File: config.mk
export PLATFORM = sky130hd
export DESIGN_NAME = supervisor_trap_unit
export DESIGN_NICKNAME = d
export VERILOG_FILES = /design/src/include/stu_pkg.sv /design/src/hw/stu_int_select.sv /design/src/hw/stu_vector_calc.sv /design/src/hw/supervisor_trap_unit.sv
export SDC_FILE = /design/constraint.sdc
export NUM_CORES = 1
export LEC_CHECK = 0
export BUFFER_PORTS_ARGS = -buffer_cell sky130_fd_sc_hd__buf_2
export CAP_MARGIN = 15
export CELL_PAD_IN_SITES_DETAIL_PLACEMENT = 1
export CELL_PAD_IN_SITES_GLOBAL_PLACEMENT = 1
export CORE_AREA = 2 2 226 228
export CTS_CLUSTER_SIZE = 24
export DETAILED_ROUTE_END_ITERATION = 10
export DIE_AREA = 0 0 228 230
export PLACE_DENSITY = 0.88
export SLEW_MARGIN = 20
export SYNTH_ARGS = -nofsm -noshare
export SYNTH_HDL_FRONTEND = slang
export SYNTH_SLANG_ARGS = --single-unit
File: constraint.sdc
create_clock -name sys_clk -period 9.68 [get_ports sys_clk]
set_clock_uncertainty 0.05 [all_clocks]
set_input_delay 1.452 -clock sys_clk [delete_from_list [all_inputs] [get_ports sys_clk]]
set_output_delay 1.452 -clock sys_clk [all_outputs]
set_load 0.05 [all_outputs]
File: src/include/stu_pkg.sv
`default_nettype none
package stu_pkg;
  // ------------------------------------------------------------
  // register map (word offsets are byte addresses)
  // ------------------------------------------------------------
  localparam logic [7:0] ADDR_STATUS = 8'h00;
  localparam logic [7:0] ADDR_INT_ENABLE = 8'h04;
  localparam logic [7:0] ADDR_PENDING = 8'h08;
  localparam logic [7:0] ADDR_CAUSE_LO = 8'h0C;
  localparam logic [7:0] ADDR_CAUSE_HI = 8'h10;
  localparam logic [7:0] ADDR_VECTOR_LO = 8'h14;
  localparam logic [7:0] ADDR_VECTOR_HI = 8'h18;
  localparam logic [7:0] ADDR_EPC_LO = 8'h1C;
  localparam logic [7:0] ADDR_EPC_HI = 8'h20;
  localparam logic [7:0] ADDR_INT_DELEG = 8'h24;
  localparam logic [7:0] ADDR_EXC_DELEG = 8'h28;
  localparam logic [7:0] ADDR_PRIV = 8'h2C;
  localparam logic [7:0] ADDR_PEND_SET = 8'h30;
  // ------------------------------------------------------------
  // field positions
  // ------------------------------------------------------------
  localparam int BIT_SOFT = 1;
  localparam int BIT_TIMER = 5;
  localparam int BIT_EXT = 9;
  localparam int BIT_GIE = 1;
  localparam int BIT_PIE = 5;
  localparam int BIT_PPRIV = 8;
  localparam int CAUSE_INT_BIT = 63;
  localparam logic [63:0] INT_MASK = 64'h0000_0000_0000_0222;
  localparam logic [63:0] EXC_MASK = 64'h0000_0000_0000_B1EF;
  localparam logic [62:0] CODE_SOFT = 63'h1;
  localparam logic [62:0] CODE_TIMER = 63'h5;
  localparam logic [62:0] CODE_EXT = 63'h9;
  localparam logic [1:0] MODE_DIRECT = 2'h0;
  localparam logic [1:0] MODE_VECTORED = 2'h1;
  localparam logic [1:0] PRIV_USER = 2'h0;
  localparam logic [1:0] PRIV_SUPER = 2'h1;
  localparam logic [1:0] PRIV_MACHINE = 2'h3;
  localparam logic [31:0] RESET_ZERO = 32'h0000_0000;
  typedef enum logic [1:0] {STU_IDLE, STU_ACK} stu_bus_t;
endpackage : stu_pkg
`default_nettype wire

File: src/hw/stu_int_select.sv
`timescale 1ns/10ps
`default_nettype none
// picks one enabled delegated pending interrupt: external, software, timer
module stu_int_select (
  input wire logic [63:0] pending,
  input wire logic [63:0] enable,
  input wire logic [63:0] deleg,
  input wire logic globalEn,
  input wire logic [1:0] priv,
  output logic intValid,
  output logic [62:0] intCode
);
  logic [63:0] ready;
  logic allowed;
  // ------------------------------------------------------------
  // gating and choice
  // ------------------------------------------------------------
  always_comb begin
    ready = pending & enable & deleg & stu_pkg::INT_MASK;
    // taken in user mode always, in supervisor mode only with global enable
    allowed = (priv == stu_pkg::PRIV_USER) ||
      (priv == stu_pkg::PRIV_SUPER && globalEn);
    intValid = allowed && (ready != 64'h0);
    if (ready[stu_pkg::BIT_EXT]) begin
      intCode = stu_pkg::CODE_EXT;
    end else if (ready[stu_pkg::BIT_SOFT]) begin
      intCode = stu_pkg::CODE_SOFT;
    end else begin
      intCode = stu_pkg::CODE_TIMER;
    end
  end
endmodule : stu_int_select
`default_nettype wire

File: src/hw/stu_vector_calc.sv
`timescale 1ns/10ps
`default_nettype none
// computes trap target: base, or base + 4 * code for vectored interrupts
module stu_vector_calc (
  input wire logic [63:0] vecReg,
  input wire logic isInt,
  input wire logic [62:0] code,
  output logic [63:0] target
);
  logic [63:0] base;
  // ------------------------------------------------------------
  // target select
  // ------------------------------------------------------------
  always_comb begin
    base = {vecReg[63:2], 2'h0};
    if (vecReg[1:0] == stu_pkg::MODE_VECTORED && isInt) begin
      target = base + {code[61:0], 2'h0};
    end else begin
      target = base;
    end
  end
endmodule : stu_vector_calc
`default_nettype wire

File: src/hw/supervisor_trap_unit.sv
`timescale 1ns/10ps
`default_nettype none
module supervisor_trap_unit (
  input wire logic sys_clk,
  input wire logic rst,
  // classic wishbone slave
  input wire logic wb_cyc_i,
  input wire logic wb_stb_i,
  input wire logic wb_we_i,
  input wire logic [7:0] wb_adr_i,
  input wire logic [3:0] wb_sel_i,
  input wire logic [31:0] wb_dat_i,
  output logic [31:0] wb_dat_o,
  output logic wb_ack_o,
  output logic wb_err_o,
  // hart pipeline
  input wire logic [63:0] curPc,
  input wire logic excValid,
  input wire logic [62:0] cause_code,
  input wire logic trapReturn,
  input wire logic [63:0] retireAllowed,
  // interrupt sources (pins)
  input wire logic timerIntIn,
  input wire logic externalIntIn,
  // redirect to pipeline
  output logic redirectValid,
  output logic [63:0] redirectPc,
  output logic [1:0] privLevel
);
  // ------------------------------------------------------------
  // state
  // ------------------------------------------------------------
  logic globalEn_q;
  logic priorEn_q;
  logic priorPriv_q;
  logic [1:0] priv_q;
  logic [63:0] intEnable_q;
  logic softPend_q;
  logic [63:0] cause_q;
  logic [63:0] vector_q;
  logic [63:0] epc_q;
  logic [63:0] intDeleg_q;
  logic [63:0] excDeleg_q;
  logic [1:0] timerSync_q;
  logic [1:0] extSync_q;
  logic injTimer_q;
  logic injExt_q;
  logic redirectValid_q;
  logic [63:0] redirectPc_q;
  logic ack_q;
  logic err_q;
  logic [31:0] rdata_q;
  stu_pkg::stu_bus_t busState_q;
  logic [63:0] pending;
  logic intValid;
  logic [62:0] intCode;
  logic excDelegated;
  logic takeInt;
  logic takeExc;
  logic trapEnter;
  logic trapIsInt;
  logic [62:0] trapCode;
  logic [63:0] trapTarget;
  logic busReq;
  logic wrStrobe;
  logic hit;
  logic [31:0] wmask;
  logic [31:0] vecLoNext;
  // ------------------------------------------------------------
  // pin synchronisers
  // ------------------------------------------------------------
  always_ff @(posedge sys_clk or posedge rst) begin
    if (rst) begin
      timerSync_q <= 2'h0;
      extSync_q <= 2'h0;
    end else begin
      timerSync_q <= {timerSync_q[0], timerIntIn};
      extSync_q <= {extSync_q[0], externalIntIn};
    end
  end
  // pending view: software flag stored, timer/external sampled or injected
  always_comb begin
    pending = 64'h0;
    pending[stu_pkg::BIT_SOFT] = softPend_q;
    pending[stu_pkg::BIT_TIMER] = timerSync_q[1] | injTimer_q;
    pending[stu_pkg::BIT_EXT] = extSync_q[1] | injExt_q;
  end
  // ------------------------------------------------------------
  // trap decision
  // ------------------------------------------------------------
  stu_int_select u_sel (
    .pending(pending),
    .enable(intEnable_q),
    .deleg(intDeleg_q),
    .globalEn(globalEn_q),
    .priv(priv_q),
    .intValid(intValid),
    .intCode(intCode)
  );
  always_comb begin
    excDelegated = (cause_code < 63'd64) &&
      excDeleg_q[cause_code[5:0]] && EXC_OK(cause_code);
    takeExc = excValid && excDelegated && (priv_q != stu_pkg::PRIV_MACHINE);
    takeInt = intValid && !excValid && retireAllowed[0];
    trapEnter = takeExc || takeInt;
    trapIsInt = takeInt;
    trapCode = takeInt ? intCode : cause_code;
  end
  function automatic logic EXC_OK(input logic [62:0] c);
    logic [63:0] m;
    m = stu_pkg::EXC_MASK;
    EXC_OK = (c < 63'd16) && m[c[5:0]];
  endfunction : EXC_OK
  stu_vector_calc u_vec (
    .vecReg(vector_q),
    .isInt(trapIsInt),
    .code(trapCode),
    .target(trapTarget)
  );
  // ------------------------------------------------------------
  // bus decode
  // ------------------------------------------------------------
  always_comb begin
    busReq = wb_cyc_i && wb_stb_i && (busState_q == stu_pkg::STU_IDLE);
    wrStrobe = busReq && wb_we_i;
    wmask = {{8{wb_sel_i[3]}}, {8{wb_sel_i[2]}}, {8{wb_sel_i[1]}}, {8{wb_sel_i[0]}}};
    case (wb_adr_i)
      stu_pkg::ADDR_STATUS, stu_pkg::ADDR_INT_ENABLE, stu_pkg::ADDR_PENDING,
      stu_pkg::ADDR_CAUSE_LO, stu_pkg::ADDR_CAUSE_HI, stu_pkg::ADDR_VECTOR_LO,
      stu_pkg::ADDR_VECTOR_HI, stu_pkg::ADDR_EPC_LO, stu_pkg::ADDR_EPC_HI,
      stu_pkg::ADDR_INT_DELEG, stu_pkg::ADDR_EXC_DELEG, stu_pkg::ADDR_PRIV,
      stu_pkg::ADDR_PEND_SET: hit = 1'b1;
      default: hit = 1'b0;
    endcase
  end
  // merge helper for byte lanes
  function automatic logic [31:0] MERGE(input logic [31:0] old, input logic [31:0] nw,
                                        input logic [31:0] m);
    MERGE = (old & ~m) | (nw & m);
  endfunction : MERGE
  // ------------------------------------------------------------
  // status, privilege, trap entry and return
  // ------------------------------------------------------------
  always_ff @(posedge sys_clk or posedge rst) begin
    if (rst) begin
      globalEn_q <= 1'b0;
      priorEn_q <= 1'b0;
      priorPriv_q <= 1'b0;
      priv_q <= stu_pkg::PRIV_MACHINE;
    end else if (trapEnter) begin
      priorEn_q <= globalEn_q;
      globalEn_q <= 1'b0;
      priorPriv_q <= (priv_q == stu_pkg::PRIV_SUPER);
      priv_q <= stu_pkg::PRIV_SUPER;
    end else if (trapReturn) begin
      priv_q <= priorPriv_q ? stu_pkg::PRIV_SUPER : stu_pkg::PRIV_USER;
      globalEn_q <= priorEn_q;
      priorEn_q <= 1'b1;
      priorPriv_q <= 1'b0;
    end else if (wrStrobe && wb_adr_i == stu_pkg::ADDR_STATUS) begin
      if (wb_sel_i[0]) begin
        globalEn_q <= wb_dat_i[stu_pkg::BIT_GIE];
        priorEn_q <= wb_dat_i[stu_pkg::BIT_PIE];
      end
      if (wb_sel_i[1]) begin
        priorPriv_q <= wb_dat_i[stu_pkg::BIT_PPRIV];
      end
    end else if (wrStrobe && wb_adr_i == stu_pkg::ADDR_PRIV && wb_sel_i[0]) begin
      priv_q <= wb_dat_i[1:0];
    end
  end
  // cause and saved pc
  always_ff @(posedge sys_clk or posedge rst) begin
    if (rst) begin
      cause_q <= 64'h0;
      epc_q <= 64'h0;
    end else if (trapEnter) begin
      cause_q <= {trapIsInt, trapCode};
      epc_q <= curPc;
    end else if (wrStrobe) begin
      if (wb_adr_i == stu_pkg::ADDR_CAUSE_LO)
        cause_q[31:0] <= MERGE(cause_q[31:0], wb_dat_i, wmask);
      if (wb_adr_i == stu_pkg::ADDR_CAUSE_HI)
        cause_q[63:32] <= MERGE(cause_q[63:32], wb_dat_i, wmask);
      if (wb_adr_i == stu_pkg::ADDR_EPC_LO) epc_q[31:0] <= MERGE(epc_q[31:0], wb_dat_i, wmask);
      if (wb_adr_i == stu_pkg::ADDR_EPC_HI) epc_q[63:32] <= MERGE(epc_q[63:32], wb_dat_i, wmask);
    end
  end
  // low vector word after byte-lane merge; its two low bits are not stored as base
  assign vecLoNext = MERGE(vector_q[31:0], wb_dat_i, wmask);
  // vector register, reserved modes fall back to direct
  always_ff @(posedge sys_clk or posedge rst) begin
    if (rst) begin
      vector_q <= 64'h0;
    end else if (wrStrobe && wb_adr_i == stu_pkg::ADDR_VECTOR_LO) begin
      vector_q[31:2] <= vecLoNext[31:2];
      if (wb_sel_i[0]) begin
        vector_q[1:0] <= (wb_dat_i[1:0] == stu_pkg::MODE_VECTORED) ?
          stu_pkg::MODE_VECTORED : stu_pkg::MODE_DIRECT;
      end
    end else if (wrStrobe && wb_adr_i == stu_pkg::ADDR_VECTOR_HI) begin
      vector_q[63:32] <= MERGE(vector_q[63:32], wb_dat_i, wmask);
    end
  end
  // enables, delegation, software pending and injection
  always_ff @(posedge sys_clk or posedge rst) begin
    if (rst) begin
      intEnable_q <= 64'h0;
      intDeleg_q <= 64'h0;
      excDeleg_q <= 64'h0;
      softPend_q <= 1'b0;
      injTimer_q <= 1'b0;
      injExt_q <= 1'b0;
    end else if (wrStrobe) begin
      if (wb_adr_i == stu_pkg::ADDR_INT_ENABLE)
        intEnable_q <= {32'h0, MERGE(intEnable_q[31:0], wb_dat_i, wmask)} & stu_pkg::INT_MASK;
      if (wb_adr_i == stu_pkg::ADDR_INT_DELEG)
        intDeleg_q <= {32'h0, MERGE(intDeleg_q[31:0], wb_dat_i, wmask)} & stu_pkg::INT_MASK;
      if (wb_adr_i == stu_pkg::ADDR_EXC_DELEG)
        excDeleg_q <= {32'h0, MERGE(excDeleg_q[31:0], wb_dat_i, wmask)} & stu_pkg::EXC_MASK;
      if (wb_adr_i == stu_pkg::ADDR_PENDING && wb_sel_i[0])
        softPend_q <= wb_dat_i[stu_pkg::BIT_SOFT];
      if (wb_adr_i == stu_pkg::ADDR_PEND_SET && wb_sel_i[0])
        softPend_q <= softPend_q | wb_dat_i[stu_pkg::BIT_SOFT];
      if (wb_adr_i == stu_pkg::ADDR_PEND_SET || wb_adr_i == stu_pkg::ADDR_PENDING) begin
        if (wb_sel_i[0]) injTimer_q <= wb_dat_i[stu_pkg::BIT_TIMER];
        if (wb_sel_i[1]) injExt_q <= wb_dat_i[stu_pkg::BIT_EXT];
      end
    end
  end
  // ------------------------------------------------------------
  // redirect output
  // ------------------------------------------------------------
  always_ff @(posedge sys_clk or posedge rst) begin
    if (rst) begin
      redirectValid_q <= 1'b0;
      redirectPc_q <= 64'h0;
    end else if (trapEnter) begin
      redirectValid_q <= 1'b1;
      redirectPc_q <= trapTarget;
    end else if (trapReturn) begin
      redirectValid_q <= 1'b1;
      redirectPc_q <= epc_q;
    end else begin
      redirectValid_q <= 1'b0;
    end
  end
  // ------------------------------------------------------------
  // bus answer, one wait state
  // ------------------------------------------------------------
  always_ff @(posedge sys_clk or posedge rst) begin
    if (rst) begin
      busState_q <= stu_pkg::STU_IDLE;
      ack_q <= 1'b0;
      err_q <= 1'b0;
      rdata_q <= stu_pkg::RESET_ZERO;
    end else begin
      case (busState_q)
        stu_pkg::STU_IDLE: begin
          ack_q <= busReq && hit;
          err_q <= busReq && !hit;
          if (busReq) busState_q <= stu_pkg::STU_ACK;
          case (wb_adr_i)
            stu_pkg::ADDR_STATUS:
              rdata_q <= {23'h0, priorPriv_q, 2'h0, priorEn_q, 3'h0, globalEn_q, 1'b0};
            stu_pkg::ADDR_INT_ENABLE: rdata_q <= intEnable_q[31:0];
            stu_pkg::ADDR_PENDING, stu_pkg::ADDR_PEND_SET: rdata_q <= pending[31:0];
            stu_pkg::ADDR_CAUSE_LO: rdata_q <= cause_q[31:0];
            stu_pkg::ADDR_CAUSE_HI: rdata_q <= cause_q[63:32];
            stu_pkg::ADDR_VECTOR_LO: rdata_q <= vector_q[31:0];
            stu_pkg::ADDR_VECTOR_HI: rdata_q <= vector_q[63:32];
            stu_pkg::ADDR_EPC_LO: rdata_q <= epc_q[31:0];
            stu_pkg::ADDR_EPC_HI: rdata_q <= epc_q[63:32];
            stu_pkg::ADDR_INT_DELEG: rdata_q <= intDeleg_q[31:0];
            stu_pkg::ADDR_EXC_DELEG: rdata_q <= excDeleg_q[31:0];
            stu_pkg::ADDR_PRIV: rdata_q <= {30'h0, priv_q};
            default: rdata_q <= stu_pkg::RESET_ZERO;
          endcase
        end
        stu_pkg::STU_ACK: begin
          ack_q <= 1'b0;
          err_q <= 1'b0;
          busState_q <= stu_pkg::STU_IDLE;
        end
        default: busState_q <= stu_pkg::STU_IDLE;
      endcase
    end
  end
  assign wb_ack_o = ack_q;
  assign wb_err_o = err_q;
  assign wb_dat_o = rdata_q;
  assign redirectValid = redirectValid_q;
  assign redirectPc = redirectPc_q;
  assign privLevel = priv_q;
endmodule : supervisor_trap_unit
`default_nettype wire

# [Word level (Yosys, flattened, before mapping)]
# Memory sizes are Yosys's and may differ from the RTL's.
# Index checks and enable logic that the tools add are counted.
[word_totals] reg_bits=322 latchBits=0 mem_bits_rw=0 mem_bits_ro=128 in_bits=244 output_inout_bits=101 elab_cells=181 memories=2
[memory_table] name="(no name shown)" words=64 word_bits=1 read_ports=1 rd_ports_with_merged_regs=0 write_ports=0 line="supervisor_trap_unit.sv:112" text="EXC_OK = (c < 63'd16) && m[c[5:0]];"
[memory_table] name="(no name shown)" words=64 word_bits=1 read_ports=1 rd_ports_with_merged_regs=0 write_ports=0 line="supervisor_trap_unit.sv:127" text="case (wb_adr_i)"
[op_classes] addsub=1 mul=0 div=0 magnitude_cmp=3 eq_ne=19 shifts=0 mux=45 bitwise_logic=26 n_reduce_logical=60
[ops] operator="$mux W64" count=7
[ops] operator="$pmux W32 S12" count=1
[ops] operator="$and A32 B32 Y32" count=7
[ops] operator="$or A32 B32 Y32" count=6
[ops] operator="$mux W32" count=4
[ops] operator="$add A64 B64 Y64" count=1
[ops] operator="$reduce_bool A64 Y1" count=1
[ops] operator="$lt A63 B5 Y1 const B" count=1
[ops] operator="$lt A63 B7 Y1 const B" count=1
[ops] operator="$mux W63" count=1
[ops] operator="$and A10 B10 Y10" count=4
[ops] operator="$eq A8 B6 Y1 const B" count=5
[ops] operator="$eq A8 B5 Y1 const B" count=4
[ops] operator="$not A32 Y32" count=1
[ops] operator="$reduce_and A2 Y1" count=13
[ops] operator="$logic_and A1 B1 Y1" count=22
[ops] operator="$mux W1" count=21
[ops] operator="$or A10 B10 Y10" count=2
[ops] operator="$and A16 B16 Y16" count=1
[ops] operator="$eq A8 B4 Y1 const B" count=2
[ops] operator="$or A16 B16 Y16" count=1
[ops] operator="$reduce_bool A2 Y1" count=8
[ops] operator="$mux W2" count=6
[ops] operator="$reduce_bool A3 Y1" count=4
[ops] operator="17 further kinds" count=30

# [Depth between registers and ports, before layout]
[logic_depth] ltp_word=11 ltp_mapped=18 mapped_depth_nobuf=17

# [Hierarchy]
# A second synthesis with hierarchy kept.
[hier_totals] cells_unflattened=2488 area_unflattened_um2=20913.8
[by_module_without_submodules] module="supervisor_trap_unit" n_inst=1 cells_per_inst=1746 area_per_inst_um2=16029.1 seq_area_each_um2=8010.2
[by_module_without_submodules] module="stu_vector_calc" n_inst=1 cells_per_inst=672 area_per_inst_um2=4372.9 seq_area_each_um2=0.0
[by_module_without_submodules] module="stu_int_select" n_inst=1 cells_per_inst=70 area_per_inst_um2=511.7 seq_area_each_um2=0.0

# [Least setup slack after synthesis]
# No wires, ideal clock.
[synth_path] kind="input-to-reg" start="input port excValid" end="register redirectPc_q[58], in the netlist redirectPc[58]" setup_ns=0.135 arrival_time_ns=4.840 required_time_ns=9.495 setup_slack_ns=4.655 cell_stages=15 path_buffers=1 cell_sequence="nor4b_1 o21ai_1 clkbuf_1 and2_1 fa_1 a21oi_1 o21ai_1 a21oi_2 o221ai_2 a221oi_2 o21ba_4 o41ai_4 a31oi_1 xor2_1 o221ai_2"
[synth_via] elab_chain_len=7 word_cells_on_any_way=12 cone_classes="add/sub: 1; mux: 3; reduce/logical: 8"
[synth_rtl] item="start, declared" line="supervisor_trap_unit.sv:18" text="input wire logic excValid,"
[synth_rtl] item="$logic_not A1 Y1" line="supervisor_trap_unit.sv:104" text="takeInt = intValid && !excValid && retireAllowed[0];"
[synth_rtl] item="$logic_and A1 B1 Y1 (2 in a row)" line="supervisor_trap_unit.sv:104"
[synth_rtl] item="$mux W63" line="supervisor_trap_unit.sv:107" text="trapCode = takeInt ? intCode : cause_code;"
[synth_rtl] item="$add A64 B64 Y64" line="stu_vector_calc.sv:17" text="target = base + {code[61:0], 2'h0};"
[synth_rtl] item="$mux W64" line="stu_vector_calc.sv:16" text="if (vecReg[1:0] == stu_pkg::MODE_VECTORED && isInt) begin"
[synth_rtl] item="$mux W64" line="supervisor_trap_unit.sv:238" text="end else if (trapEnter) begin"
[synth_rtl] item="end signal, assigned" line="supervisor_trap_unit.sv:240" text="redirectPc_q <= trapTarget;"
[synth_rtl] item="end signal, assigned" line="supervisor_trap_unit.sv:243" text="redirectPc_q <= epc_q;"
[synth_rtl] item="end, declared" line="supervisor_trap_unit.sv:49" text="logic [63:0] redirectPc_q;"
# Parallel ways exist; a longest one is shown, timed or not.
# A chain may end at the register's enable or synchronous reset.

# [Worst setup path after layout]
[layout_path] start="input port excValid" end="register redirectPc_q[54], in the netlist redirectPc[54]"
# Same word-level chain as after synthesis.

==> metrics.md <==
| Metric | Value |
|---|---|
| Outcome | completed |
| CTS max path bufs | 3 |
| Clock buffers created by TritonCTS | 39 |
| Flops & latches, synth | 320 |
| Distinct cell type count after synthesis | 76 |
| Antenna violation net count after detailed routing | 0 |
| Iteration-0 DRC count of the detailed router | 1831 |
| Reg2Reg Depth | 16 |
| Cell area after layout | ~22000 um^2 |
| Primary FF master, synth | sky130_fd_sc_hd__dfrtp_1 |
| Max-slew violation total from the final report | 0 |
| Via count | roughly 19k |
| Clk_lat worst skew | 0.57 ns |
| EDFF count, synth | 0 |
| CTS Hold Buffers Added | 0 |
| Share of total power in sequential cells | 43.6% |
| Cell type with the largest total area after synthesis | sky130_fd_sc_hd__dfrtp_1 |
| Data arrival time at the worst-slack endpoint | 5.93 ns |
| Cell count after synthesis | 2140 |
| VDD IR-drop max | about 0.00010 V |
| Portion of total power attributed to the clock network | 48.4% |
| Fin cells | roughly 3.0k |
| Switching Fraction | between 20% and 30% |
| End of the worst register-to-register path | redirectPc[54] |
| Share of final-layout standard cells stronger than drive strength 1 | 21.9% |
| Number of max-cap violations | 0 |
| Min-Delay Path Depth | 0 |
| Initial core utilization | 38.7% |
| Asr flop ratio synth | 100% |
| Clock-pin slew on the worst setup and hold paths | 0.06 ns |
| Combined global-route utilization of all metal layers | 29.8% |
| Router iterations before antenna repair | 6 |
| Power per cell area | about 140 nW/um^2 |
| Setup crit start kind | input pin |
| Terminating pin of the worst hold path | timerSync_q[1] |
| Htree depth | 2 |
| Global-route wire length before repair | 121000 um |
| Startpoint of the worst register-to-register path | privLevel[0] |
| Global route total overflow | 0 |
| Most area-consuming cells after synthesis | sky130_fd_sc_hd__dfrtp_1, sky130_fd_sc_hd__mux2_2, sky130_fd_sc_hd__nand2_1, sky130_fd_sc_hd__a21oi_1, sky130_fd_sc_hd__ha_1 |
| Area share of the largest cell type after synthesis | 41.2% |
| Routed length per placed instance | 26.1 um |
| Post-layout minimum cycle time | around 5.5 ns |
| Avg Inst Size Synth | 9.02 um^2 |
| Die outline area | 52400 um^2 |
| Most common library cell in the layout ignoring fill and taps | sky130_fd_sc_hd__dfrtp_1 |
| Setup Crit Path Kind | input pin to register |
| Number of gates resized after cts | 0 |
| Rows | 82 |
| Static leakage | approximately 11 nW |
| Worst endpoint required time | 10.09 ns |
| Fin crit share | 57.0% |
| Slew at the pin with the worst max-slew slack | 1.19 ns |
| Relative slew slack | slightly above 20% |
| Clock tree from TritonCTS | done |
| Core region area | 49900 um^2 |
| Post-synthesis cell area | 19300 um^2 |
| Total power | 3.11 mW |
| Synthesized Nets | 2446 |
| Maximum clock rate | about 0.18 GHz |
| Width of the chip | between 200 and 250 um |
| Total cell area at the placement stage | 21200 um^2 |
| Number of primary I/O pins | 345 |
| Cell total after placement | 2973 |
| Number of global-route vias before repair | 19.7k |
| DRT Wirelength | 79300 um |
| Detailed-route DRC error count | 0 |
| Hold WC Path Type | register to register |
| Port-buffer cells | between 200 and 300 |
| Root buffer cell | sky130_fd_sc_hd__clkbuf_16 |
| Crit. Startpoint | excValid |
| Routability Congestion | 0.926 |
| Maximum fanout along the worst path | 64 |
| Yosys Warn Count | 0 |
| Beginning of the worst hold path | timerSync_q[0] |
| Setup violations, final | 0 |
| Endpoint kind of the worst setup timing path | register |
| Clk sink count | 320 |
| Portion of total power attributed to combinational logic | 8.0% |
| Sequential fraction of the synthesis area | roughly two fifths |
| Setup Total Neg Slack | 0 ns |
| Most frequent cells in the layout | sky130_fd_sc_hd__dfrtp_1, sky130_fd_sc_hd__nand2_1, sky130_fd_sc_hd__buf_2, sky130_fd_sc_hd__a21oi_1, sky130_fd_sc_hd__nor2_1 |
| FF-to-FF setup slack | ~4.6 ns |
| Synth-to-Final Area Change | 16.5% |
| Net count reported at finish | between 2k and 3k |
| Half-perimeter wire length after detailed placement | 56500 um |
| Largest net degree at the start of global routing | 170 |
| Int Pwr | ~2.3 mW |
| Number of filler cells placed in the layout | roughly 5.9k |
| Net Sw Power | roughly 0.8 mW |
| Number of antenna violations at the first check in global routing | 3 |
| Number of post-CTS setup repair buffers | 0 |
| Detailed-route vias per instance | 6.13 |
| Unrepaired setup endpoints after global routing | false |
| Die outline height | 230 um |
| Final hold violations | 0 |
[cell type report]
type	count	area [um^2]	area share (%)
sequential	320	8010	35.6
timing repair buffer	300	1580	7.04
multi-input combinational	1657	10700	47.5
tap	672	841	3.74
clock buffer	57	1150	5.10
antenna	1	2.50	0.0111
clock inverter	10	135	0.601
inverter	24	93.8	0.417
[worst max path at each step]
stage,endpoint,slack (ns),cells after the start
2_1_floorplan,async pin,3.91,1
3_3_place_gp,redirectPc[42],3.55,15
3_5_place_dp,redirectPc[54],3.49,16
4_1_cts,redirectPc[54],3.94,16
5_1_grt,redirectPc[54],3.89,16
6_report,redirectPc[54],4.16,16
[cell usage after synthesis (39+ instances only)]
| cell | count |
|---|---|
| sky130_fd_sc_hd__mux2i_1 | 61 |
| sky130_fd_sc_hd__o21ai_0 | 106 |
| sky130_fd_sc_hd__a21oi_1 | 215 |
| sky130_fd_sc_hd__dfrtp_1 | 318 |
| sky130_fd_sc_hd__nand3_1 | 84 |
| sky130_fd_sc_hd__mux2_2 | 116 |
| sky130_fd_sc_hd__nor2_1 | 162 |
| sky130_fd_sc_hd__and2_1 | 64 |
| sky130_fd_sc_hd__clkbuf_1 | 93 |
| sky130_fd_sc_hd__a21o_1 | 39 |
| sky130_fd_sc_hd__nand2_1 | 306 |
| sky130_fd_sc_hd__a22oi_1 | 86 |
| sky130_fd_sc_hd__ha_1 | 61 |
[metrics by stage]
stage               utilization (%)  setup WS [ns]  hold WS (ns)
detailed placement             42.5           3.49         0.291
finish                         45.1           4.16         0.303
CTS                            45.1           3.94         0.305
global route                   45.1           3.89         0.315
floorplan                         -           3.91         0.281
global placement               42.5           3.55         0.287
[worst max-delay path: stages]
cell and delay (ns):
sky130_fd_sc_hd__buf_2 0.11, sky130_fd_sc_hd__nor4b_2 0.58, sky130_fd_sc_hd__o21ai_4 0.09, sky130_fd_sc_hd__buf_4 0.33
sky130_fd_sc_hd__and2_1 0.26, sky130_fd_sc_hd__ha_1 0.35, sky130_fd_sc_hd__a211oi_1 0.41, sky130_fd_sc_hd__o21ai_1 0.27
sky130_fd_sc_hd__a21oi_2 0.31, sky130_fd_sc_hd__o221ai_2 0.20, sky130_fd_sc_hd__a221oi_2 0.50, sky130_fd_sc_hd__o211ai_1 0.17
sky130_fd_sc_hd__nand2_1 0.21, sky130_fd_sc_hd__o21ai_0 0.17, sky130_fd_sc_hd__xnor2_1 0.18, sky130_fd_sc_hd__a221oi_1 0.31
[logic make-up after synthesis]
family | share of synthesized area [%]
fa+ha+maj | 4.06
compound gates | 20.8
mux | 10.2
flops | 41.5
xor+xnor | 2.45
simple gates | 17.4
buf+inv | 3.59
[power by group through the flow]
stage          logic [mW]  clock network [mW]  registers, mW
3_3_place_gp        0.239                   0           1.38
3_5_place_dp        0.246                   0           1.38
2_1_floorplan       0.128                   0           1.38
6_report            0.250                1.51           1.36
4_1_cts             0.248                1.52           1.36
5_1_grt             0.270                1.57           1.36
[per-layer routing]
layer	routed length, um	GRT usage (%)
met2	37900	50.0
met3	5820	4.89
met4	3050	11.1
met1	32600	38.6
met5	0	0
Note: power is estimated with default switching activity, not from simulation.
